$ cat src/rtl/rri_cfg.svh
// timing constants of the restart interlock and reset input qualifier
`ifndef RRI_CFG_SVH
`define RRI_CFG_SVH

`define RRI_CLK_HZ 20000000
`define RRI_MIN_CLOSE_MS 500
`define RRI_MAX_CLOSE_MS 4500
`define RRI_SELFTEST_MS 40000
`define RRI_RESTART_DELAY_MS 100
`define RRI_PIN_COUNT 8
`define RRI_PIN_SEL_W 3
`define RRI_CNT_W 32

`endif

$ cat src/rtl/rri_pkg.sv
// types of the restart interlock block
package rri_pkg;

  typedef enum logic [2:0] {
    st_selftest,
    st_wait_config,
    st_restart_delay,
    st_run,
    st_interlock,
    st_lockout
  } rri_state_t;

  typedef struct packed {
    logic safety_switching_output;
    logic interlock_indicator_lamp;
    logic restart_symbol;
    logic restartable;
    logic offline;
    logic lockout;
    logic waiting_config;
    logic defaults_load;
  } rri_status_t;

  typedef struct packed {
    rri_state_t st;
    logic [31:0] closed_cnt;
    logic [31:0] timer;
    logic wait_cfg;
    rri_status_t status;
  } rri_regs_t;

endpackage : rri_pkg

$ cat src/rtl/rri_top.sv
// restart interlock, lockout and manual reset input qualifier
// What this block does
// RULE_01: accept closure 0.5 to 4.5 s, then release
// RULE_02: closure held too long is discarded
// RULE_03: after stop, wait for valid manual restart
// RULE_04: lockout holds until reset with fault cleared
// RULE_05: accepted reset reruns 40 s startup tests
// RULE_06: interlock is restartable only when zone clear
// RULE_07: restartable interlock lights lamp and restart symbol
// RULE_08: any configurable pin may carry reset input
// RULE_09: switch is normally open to positive supply
// RULE_10: factory reset restores defaults, restarts, awaits config
// RULE_11: manual start keeps outputs off until reset
// RULE_12: automatic start runs after restart delay
// RULE_13: closures shorter than minimum are ignored
`timescale 1ns/1ps
`include "rri_cfg.svh"

module rri_top #(
  parameter logic [31:0] MIN_CLOSE_CYC = 32'(`RRI_MIN_CLOSE_MS * (`RRI_CLK_HZ / 1000)),
  parameter logic [31:0] MAX_CLOSE_CYC = 32'(`RRI_MAX_CLOSE_MS * (`RRI_CLK_HZ / 1000)),
  parameter logic [31:0] SELFTEST_CYC = 32'(`RRI_SELFTEST_MS * (`RRI_CLK_HZ / 1000)),
  parameter logic [31:0] RESTART_DELAY_CYC = 32'(`RRI_RESTART_DELAY_MS * (`RRI_CLK_HZ / 1000))
) (
  input wire logic ref_clk,
  input wire logic reset,
  input wire logic [`RRI_PIN_COUNT-1:0] multi_pin_in,
  input wire logic [`RRI_PIN_SEL_W-1:0] reset_pin_sel,
  input wire logic manual_start_mode,
  input wire logic zone_clear,
  input wire logic fault_active,
  input wire logic factory_reset_req,
  input wire logic config_loaded,
  output rri_pkg::rri_status_t status
);

  rri_pkg::rri_regs_t r_q;
  rri_pkg::rri_regs_t r_d;
  logic reset_in;
  logic accept;
  logic timer_done;

  // ------------------------------------------------------------
  // reset input qualification
  // ------------------------------------------------------------
  // any configurable pin can serve; the switch drives it high while closed
  assign reset_in = multi_pin_in[reset_pin_sel]; // RULE_08 RULE_09

  // release with a closed time inside the window
  assign accept = !reset_in && (r_q.closed_cnt >= MIN_CLOSE_CYC) // RULE_01 RULE_13
    && (r_q.closed_cnt <= MAX_CLOSE_CYC); // RULE_02

  function automatic logic limit_hit(input logic [31:0] cnt, input logic [31:0] lim);
    limit_hit = (cnt >= lim - 32'h0000_0001);
  endfunction : limit_hit

  always_comb begin
    r_d = r_q;
    timer_done = 1'b0;
    // counter saturates one past the maximum so an over-long hold stays rejected
    if (reset_in) begin
      if (r_q.closed_cnt <= MAX_CLOSE_CYC) begin
        r_d.closed_cnt = r_q.closed_cnt + 32'h0000_0001;
      end
    end else begin
      r_d.closed_cnt = '0;
    end
    r_d.timer = r_q.timer + 32'h0000_0001;
    // ------------------------------------------------------------
    // operating state
    // ------------------------------------------------------------
    unique case (r_q.st)
      rri_pkg::st_selftest: begin
        timer_done = limit_hit(r_q.timer, SELFTEST_CYC); // RULE_05
        if (timer_done) begin
          r_d.timer = '0;
          if (fault_active) begin
            r_d.st = rri_pkg::st_lockout;
          end else if (r_q.wait_cfg) begin
            r_d.st = rri_pkg::st_wait_config; // RULE_10
          end else if (manual_start_mode) begin
            r_d.st = rri_pkg::st_interlock; // RULE_11
          end else begin
            r_d.st = rri_pkg::st_restart_delay;
          end
        end
      end
      rri_pkg::st_wait_config: begin
        if (config_loaded) begin
          r_d.wait_cfg = 1'b0;
          r_d.timer = '0;
          r_d.st = manual_start_mode ? rri_pkg::st_interlock : rri_pkg::st_restart_delay;
        end
      end
      rri_pkg::st_restart_delay: begin
        // an object in the zone holds the delay at its start
        timer_done = limit_hit(r_q.timer, RESTART_DELAY_CYC);
        if (fault_active) begin
          r_d.st = rri_pkg::st_lockout;
        end else if (!zone_clear) begin
          r_d.timer = '0;
        end else if (timer_done) begin
          r_d.st = rri_pkg::st_run; // RULE_12
        end
      end
      rri_pkg::st_run: begin
        if (fault_active) begin
          r_d.st = rri_pkg::st_lockout;
        end else if (!zone_clear) begin
          r_d.st = rri_pkg::st_interlock; // RULE_03
        end
      end
      rri_pkg::st_interlock: begin
        // restart only from the restartable sub-state
        if (fault_active) begin
          r_d.st = rri_pkg::st_lockout;
        end else if (accept && zone_clear) begin
          r_d.st = rri_pkg::st_run; // RULE_03 RULE_06
        end
      end
      rri_pkg::st_lockout: begin
        // a reset while the fault persists is spent without effect
        if (accept && !fault_active) begin
          r_d.st = rri_pkg::st_selftest; // RULE_04 RULE_05
          r_d.timer = '0;
        end
      end
    endcase
    if (factory_reset_req) begin
      r_d.st = rri_pkg::st_selftest; // RULE_10
      r_d.timer = '0;
      r_d.wait_cfg = 1'b1;
    end
    // ------------------------------------------------------------
    // indications, registered from the next state, zone_clear and factory_reset_req
    // ------------------------------------------------------------
    r_d.status.safety_switching_output = (r_d.st == rri_pkg::st_run); // RULE_11
    r_d.status.restartable = (r_d.st == rri_pkg::st_interlock) && zone_clear; // RULE_06
    r_d.status.interlock_indicator_lamp = r_d.status.restartable; // RULE_07
    r_d.status.restart_symbol = r_d.status.restartable; // RULE_07
    r_d.status.offline = (r_d.st == rri_pkg::st_selftest);
    r_d.status.lockout = (r_d.st == rri_pkg::st_lockout);
    r_d.status.waiting_config = (r_d.st == rri_pkg::st_wait_config);
    r_d.status.defaults_load = factory_reset_req; // RULE_10
  end

  always_ff @(posedge ref_clk) begin
    if (reset) begin
      r_q.st <= rri_pkg::st_selftest;
      r_q.closed_cnt <= '0;
      r_q.timer <= '0;
      r_q.wait_cfg <= 1'b0;
      r_q.status <= '0;
      r_q.status.offline <= 1'b1;
    end else begin
      r_q <= r_d;
    end
  end

  assign status = r_q.status;
endmodule : rri_top

$ cat config.mk
export PLATFORM = sky130hd
export DESIGN_NAME = rri_top
export DESIGN_NICKNAME = d
export VERILOG_FILES = /design/src/rtl/rri_pkg.sv /design/src/rtl/rri_top.sv
export VERILOG_INCLUDE_DIRS = /design/src /design/src/rtl
export SDC_FILE = /design/constraint.sdc
export NUM_CORES = 1
export LEC_CHECK = 0
export BUFFER_PORTS_ARGS = -buffer_cell sky130_fd_sc_hd__buf_2
export CAP_MARGIN = 5
export CORE_ASPECT_RATIO = 0.7
export CORE_UTILIZATION = 45
export DETAILED_ROUTE_END_ITERATION = 8
export PLACE_DENSITY = 0.62
export SLEW_MARGIN = 10
export SYNTH_ARGS = -nofsm -noshare
export SYNTH_HDL_FRONTEND = slang
export SYNTH_SLANG_ARGS = --single-unit
$ cat constraint.sdc
create_clock -name ref_clk -period 2.4 [get_ports ref_clk]
set_input_delay 0.6 -clock ref_clk [delete_from_list [all_inputs] [get_ports ref_clk]]
set_output_delay 0.6 -clock ref_clk [all_outputs]
set_load 0.02 [all_outputs]
==> results of run 1 <==
-- stage by stage --
| stage | worst slack [ns] | area (um^2) | std cells | util | TNS, ns |
|---|---|---|---|---|---|
| 2_1_floorplan | 0.0175 | 3930 | 475 | - | 0 |
| 3_3_place_gp | -0.222 | 4530 | 650 | 0.537 | -4.58 |
| 3_5_place_dp | -0.261 | 4530 | 650 | 0.537 | -7.24 |
| 4_1_cts | -0.253 | 5050 | 670 | 0.598 | -3.25 |
| 5_1_grt | -0.353 | 5240 | 669 | 0.621 | -14.62 |
| 6_report | -0.300 | 5240 | 669 | 0.621 | -11.45 |
-- power breakdown --
part,switching (mW),internal [mW]
clock network,0.539,1.01
registers,0.0330,1.27
logic,0.601,0.439
-- repair_timing --
action | CTS | global route
pin swaps | 7 | 21
endpoints found under the setup margin | 54 | 64
gates cloned | 2 | 0
buffers inserted | 2 | 2
resized for setup | 22 | 42
-- state kept, by name, summed over array words and instances, names as in the netlist --
register and flops:
status 6, r_q 68
-- logic make-up after synthesis --
| kind of cell | share of synthesized area |
|---|---|
| AO/OA/AOI/OAI | 0.120 |
| XOR/XNOR | 0.0961 |
| adder cells (fa/ha/maj) | 0.00958 |
| buffers and inverters | 0.0568 |
| flip-flops | 0.378 |
| multiplexers | 0.0217 |
| AND/OR/NAND/NOR | 0.317 |
-- path summary, 6_finish.rpt --
check	endpoint	slack (ns)	cells after the start
min	r_q[70]$_SDFFE_PP0N_	0.45	1
max reg2reg	r_q[17]$_SDFF_PP0_	-0.30	11
min reg2reg	r_q[70]$_SDFFE_PP0N_	0.45	1
max	r_q[17]$_SDFF_PP0_	-0.30	11
-- cell usage in the layout (no fill, tap or decap), types with 4 or more instances in the layout --
master / count
nand4_1: 14
nor2b_1: 7
nor4_1: 6
a21oi_1: 13
inv_1: 17
dfxtp_1: 72
nand2b_1: 4
and3_1: 9
clkbuf_16: 9
buf_2: 25
nor2_1: 45
o21ai_0: 14
xnor2_1: 29
nor3_1: 36
or4_4: 5
nand2_1: 32
buf_4: 58
nor4_4: 7
and4_1: 5
or3_1: 8
xor2_1: 14
nand3_1: 16
o31ai_1: 4
and2_1: 6
a211oi_1: 5
-- metal layers --
layer | global-route usage | up-vias | wire length (um)
li1 | - | 1842 | -
met1 | 0.358 | 1815 | 5360
met2 | 0.337 | 136 | 4430
met3 | 0.0513 | 11 | 760
met4 | 0.0737 | 0 | 104
met5 | 0 | - | 0
-- area by class of cell --
cell class                      instances  area, um^2
Clock inverter                          7         116
Timing Repair Buffer                   90         677
Clock buffer                            9         225
Fill cell                             699        3200
Tap cell                              120         150
Inverter                               17        63.8
Multi-Input combinational cell        352        2530
Sequential cell                        74        1480
==> results.ini, run 1 <==
[sta]
setup_slack_ns=-0.300
fin_crit_ns=2.70
max_freq_mhz=370
whs_ns=0.455
hold_viol_final=0
report.final.slew_viol_count=0
skew_ns=0.00807
finalSetupViolCount=56
min_period_over_period=1.12
max_slew_margin=0.530
rsz0062_at_grt=true
worst_slew_pin_slew_ns=0.705

[yosys]
synth-main-ff-cell=dfxtp_1
yosysWarnings=0
synth-seq-cells=74
syn_nets=496
synth.most_common_cell=dfxtp_1
syn_area_um2=3920
synth_common_cells=dfxtp_1, nor2_1, nor3_1
yosysTopAreaCell=dfxtp_1
netlist_instances=475
seq_area_frac_synth=0.378
syn_area_per_cell_um2=8.25
async_flop_share=0
synth_top_area_frac=0.378
synth_cell_types=60
synth_area_leaders=dfxtp_1, xnor2_1, nor3_1
synth_edf_count=0

[status]
status=finished, violations left
failed_checks=setup timing

[worst_setup_path]
critPathArrivalTime_ns=2.89
slowest_stage=or4_4
cp_num_buf_inv=4
cp-end-kind=register
critPathMaxStageDelay_ns=0.57
cp_top_family=simple AND/OR/NAND/NOR gates
start_kind=register
critPathMaxFanout=8
r2r-start=r_q[70]$_SDFFE_PP0N_
cp-startpoint=r_q[70]$_SDFFE_PP0N_
crit_top_cell=buf_6
critical_path.cell_chain=or4_4 > or2_1 > a211oi_2 > a21boi_4 > buf_4 > buf_6 > o21a_4 > a21oi_4 > buf_6 > buf_16 > nor3_1
cp.required_ns=2.59
setup.worst_path.class=register to register

[routing]
wl_per_cell_um=15.9
drt_iter0_drc=268
vias=3804
ant_nets=0
wirelength_um=10700
drc_errors=0
drt_first_pass_iters=5
via_per_inst=5.69

[job]
cap_violations=0

[worst_hold_path]
min-delay-start=r_q[70]$_SDFFE_PP0N_
hold_class=register to register

[global_routing]
grt_pass1_vias=3340
grt_pass1_wl_um=16900
grt-ovfl-total=0
grt_max_degree=35
grt_antenna_before_repair=0
grt_usage=0.240

[pwr]
finalPower_mw=3.90
p_leak_nw=1.87
pwr_density_cell_nw_per_um2=743
peakVddDrop_uv=366

[die]
die-width_um=114
ios=26
rows=28
die_h_um=80.1
start_util=0.464
coreArea_um2=8440
dieArea_um2=9090

[clock_tree]
htree_levels=3
cts_sinks=74
cts_tree=done
postCtsHoldBufs=0
numCtsBuffers=9
clock_latency_ns=0.34
cts.path.max_buffers=2
clock-root-buffer=clkbuf_16
clkTransAtPathRegs_ns=0.06

[layout]
final_nets=565
drive_gt1_frac=0.293
num_antenna_cells=0
syn2layout_area_growth_pct=33.8

[placed_design]
gp_congestion=0.854
io_buffers=25
dp_hpwl_um=7040

(Power assumes the default switching activity.)
==> inputs of run 2 (changes only) <==
BUFFER_PORTS_ARGS = not set   (was -buffer_cell sky130_fd_sc_hd__buf_2)
DONT_BUFFER_PORTS = 1   (was not set)
PLACE_DENSITY = 0.57   (was 0.62)
SKIP_LAST_GASP = 1   (was not set)
clock period = 2.63 ns   (was 2.4 ns; I/O delays follow)
==> run 2 against run 1 <==
The flow now finishes without violations. Clock skew hardly changed. Core utilization down 7.4 points. Sequential cell count unchanged. Hold slack got worse by 0.069 ns. Global-route usage fell by 2.1 points. Cell count is 8.1% lower. Critical path depth decreased by 4.
==> results.ini, run 2 (synthesized netlist as in run 1, its figures left out) <==
[worst_setup_path]
cp_top_family=compound AO/OA/AOI/OAI gates
setup.worst_path.class=register to register
cp-end-kind=register
cp.required_ns=2.87
cp_num_buf_inv=0
start_kind=register
critPathArrivalTime_ns=2.79
critPathMaxFanout=5
critical_path.cell_chain=or4_1 > a211oi_1 > a211o_1 > and2_2 > mux2i_1 > o2111ai_2 > o21ai_0
critPathMaxStageDelay_ns=0.60
slowest_stage=or4_1

[placed_design]
io_buffers=0
gp_congestion=0.903
dp.cells=597
post-place-ws_ns=0.0187
place_area_um2=4180
dp_hpwl_um=6490

[clock_tree]
postCtsHoldBufs=0
cts_sinks=74
clock_latency_ns=0.34
htree_levels=3
cts_tree=done
cts.path.max_buffers=2
clkTransAtPathRegs_ns=0.06
clock-root-buffer=clkbuf_16
numCtsBuffers=9

[sta]
max_freq_mhz=392
finalSetupTns_ns=0
setup_slack_ns=0.0782
rsz0062_at_grt=true
worst_slew_pin_slew_ns=0.701
max_slew_margin=0.532
report.final.slew_viol_count=0
finalSetupViolCount=0
hold_viol_final=0
whs_ns=0.386
skew_ns=0.00775
min_period_over_period=0.970
fin_crit_ns=2.55

[layout]
num_antenna_cells=0
multi_input_area_um2=2300
fin_area_um2=4620
utilization=0.547
drive_gt1_frac=0.158
nFillCells=794
seq_area_um2=1480
mostFrequentLayoutCell=dfxtp_1
largestRegisters=r_q: 68 flops, status: 6 flops
regMostFlops=r_q
layout.cells.non_filler=615
final_nets=511
final_cell_mix=dfxtp_1, nor2_1, nor3_1
syn2layout_area_growth_pct=17.9
largest_register_ffs=68

[pwr]
p_switching_mw=0.955
p_leak_nw=1.56
finalPower_mw=3.30
p_seq_frac=0.372
combPwrFrac=0.205
p_int_mw=2.34
p_sw_frac=0.290
pwr_density_cell_nw_per_um2=714
peakVddDrop_uv=332
p_clk_frac=0.423

[die]
dieArea_um2=9090
die-width_um=114
die_h_um=80.1
coreArea_um2=8440
ios=26
rows=28
start_util=0.464

[routing]
vias=3485
via_per_inst=5.67
wirelength_um=9450
drc_errors=0
drt_iter0_drc=273
drt_first_pass_iters=5
wl_per_cell_um=15.4
ant_nets=0

[global_routing]
grt_pass1_wl_um=15500
grt_max_degree=35
grt-ovfl-total=0
grt_pass1_vias=3126
grt_antenna_before_repair=0
grt_usage=0.218

[job]
cap_violations=0

[worst_hold_path]
hold_class=primary input to register

[status]
status=finished, final reports clean

[run 2: cell types whose count changed in the layout (fill, tap and decap cells not counted), moves of 4 or more]
cell    delta
buf_2     -25
buf_4     -23
nor3_1     +4
nor4_1     +6
nor4_4     -7
[run 2: per-layer routing]
metal	track usage	share of wire	vias to the layer above	routed length (um)
li1	-	-	1733	-
met1	0.325	0.53	1640	5000
met2	0.295	0.39	103	3700
met3	0.0634	0.070	9	666
met4	0.0658	0.0085	0	80
met5	0	0	-	0
[run 2: power by group through the flow]
stage / logic [mW] / clock network (mW) / registers (mW)
floorplan: 0.482 / 0 / 1.20
global placement: 0.569 / 0 / 1.25
detailed placement: 0.570 / 0 / 1.25
CTS: 0.578 / 1.43 / 1.22
global route: 0.731 / 1.49 / 1.23
finish: 0.675 / 1.40 / 1.22
[run 2: final timing paths]
check / startpoint / endpoint / slack (ns) / cells after the start
max: r_q[20]$_SDFF_PP0_ / status[3]$_SDFF_PP1_ / 0.08 / 7
min: reset / r_q[8]$_SDFFE_PP0P_ / 0.39 / 1
max reg2reg: r_q[20]$_SDFF_PP0_ / status[3]$_SDFF_PP1_ / 0.08 / 7
min reg2reg: r_q[68]$_SDFFE_PP0N_ / r_q[68]$_SDFFE_PP0N_ / 0.46 / 1
[run 2: what timing repair did]
item                       4_1_cts  5_1_grt
gates resized for setup          1       16
setup endpoints to repair        2       45
pin swaps                        0        6
buffers inserted                 0        2
[run 2: final cells by class]
class | count | area share
tap | 120 | 0.0325
timing repair buffer | 36 | 0.0612
clock buffer | 10 | 0.0496
multi-input combinational | 352 | 0.499
inverter | 17 | 0.0138
clock inverter | 6 | 0.0228
sequential | 74 | 0.321
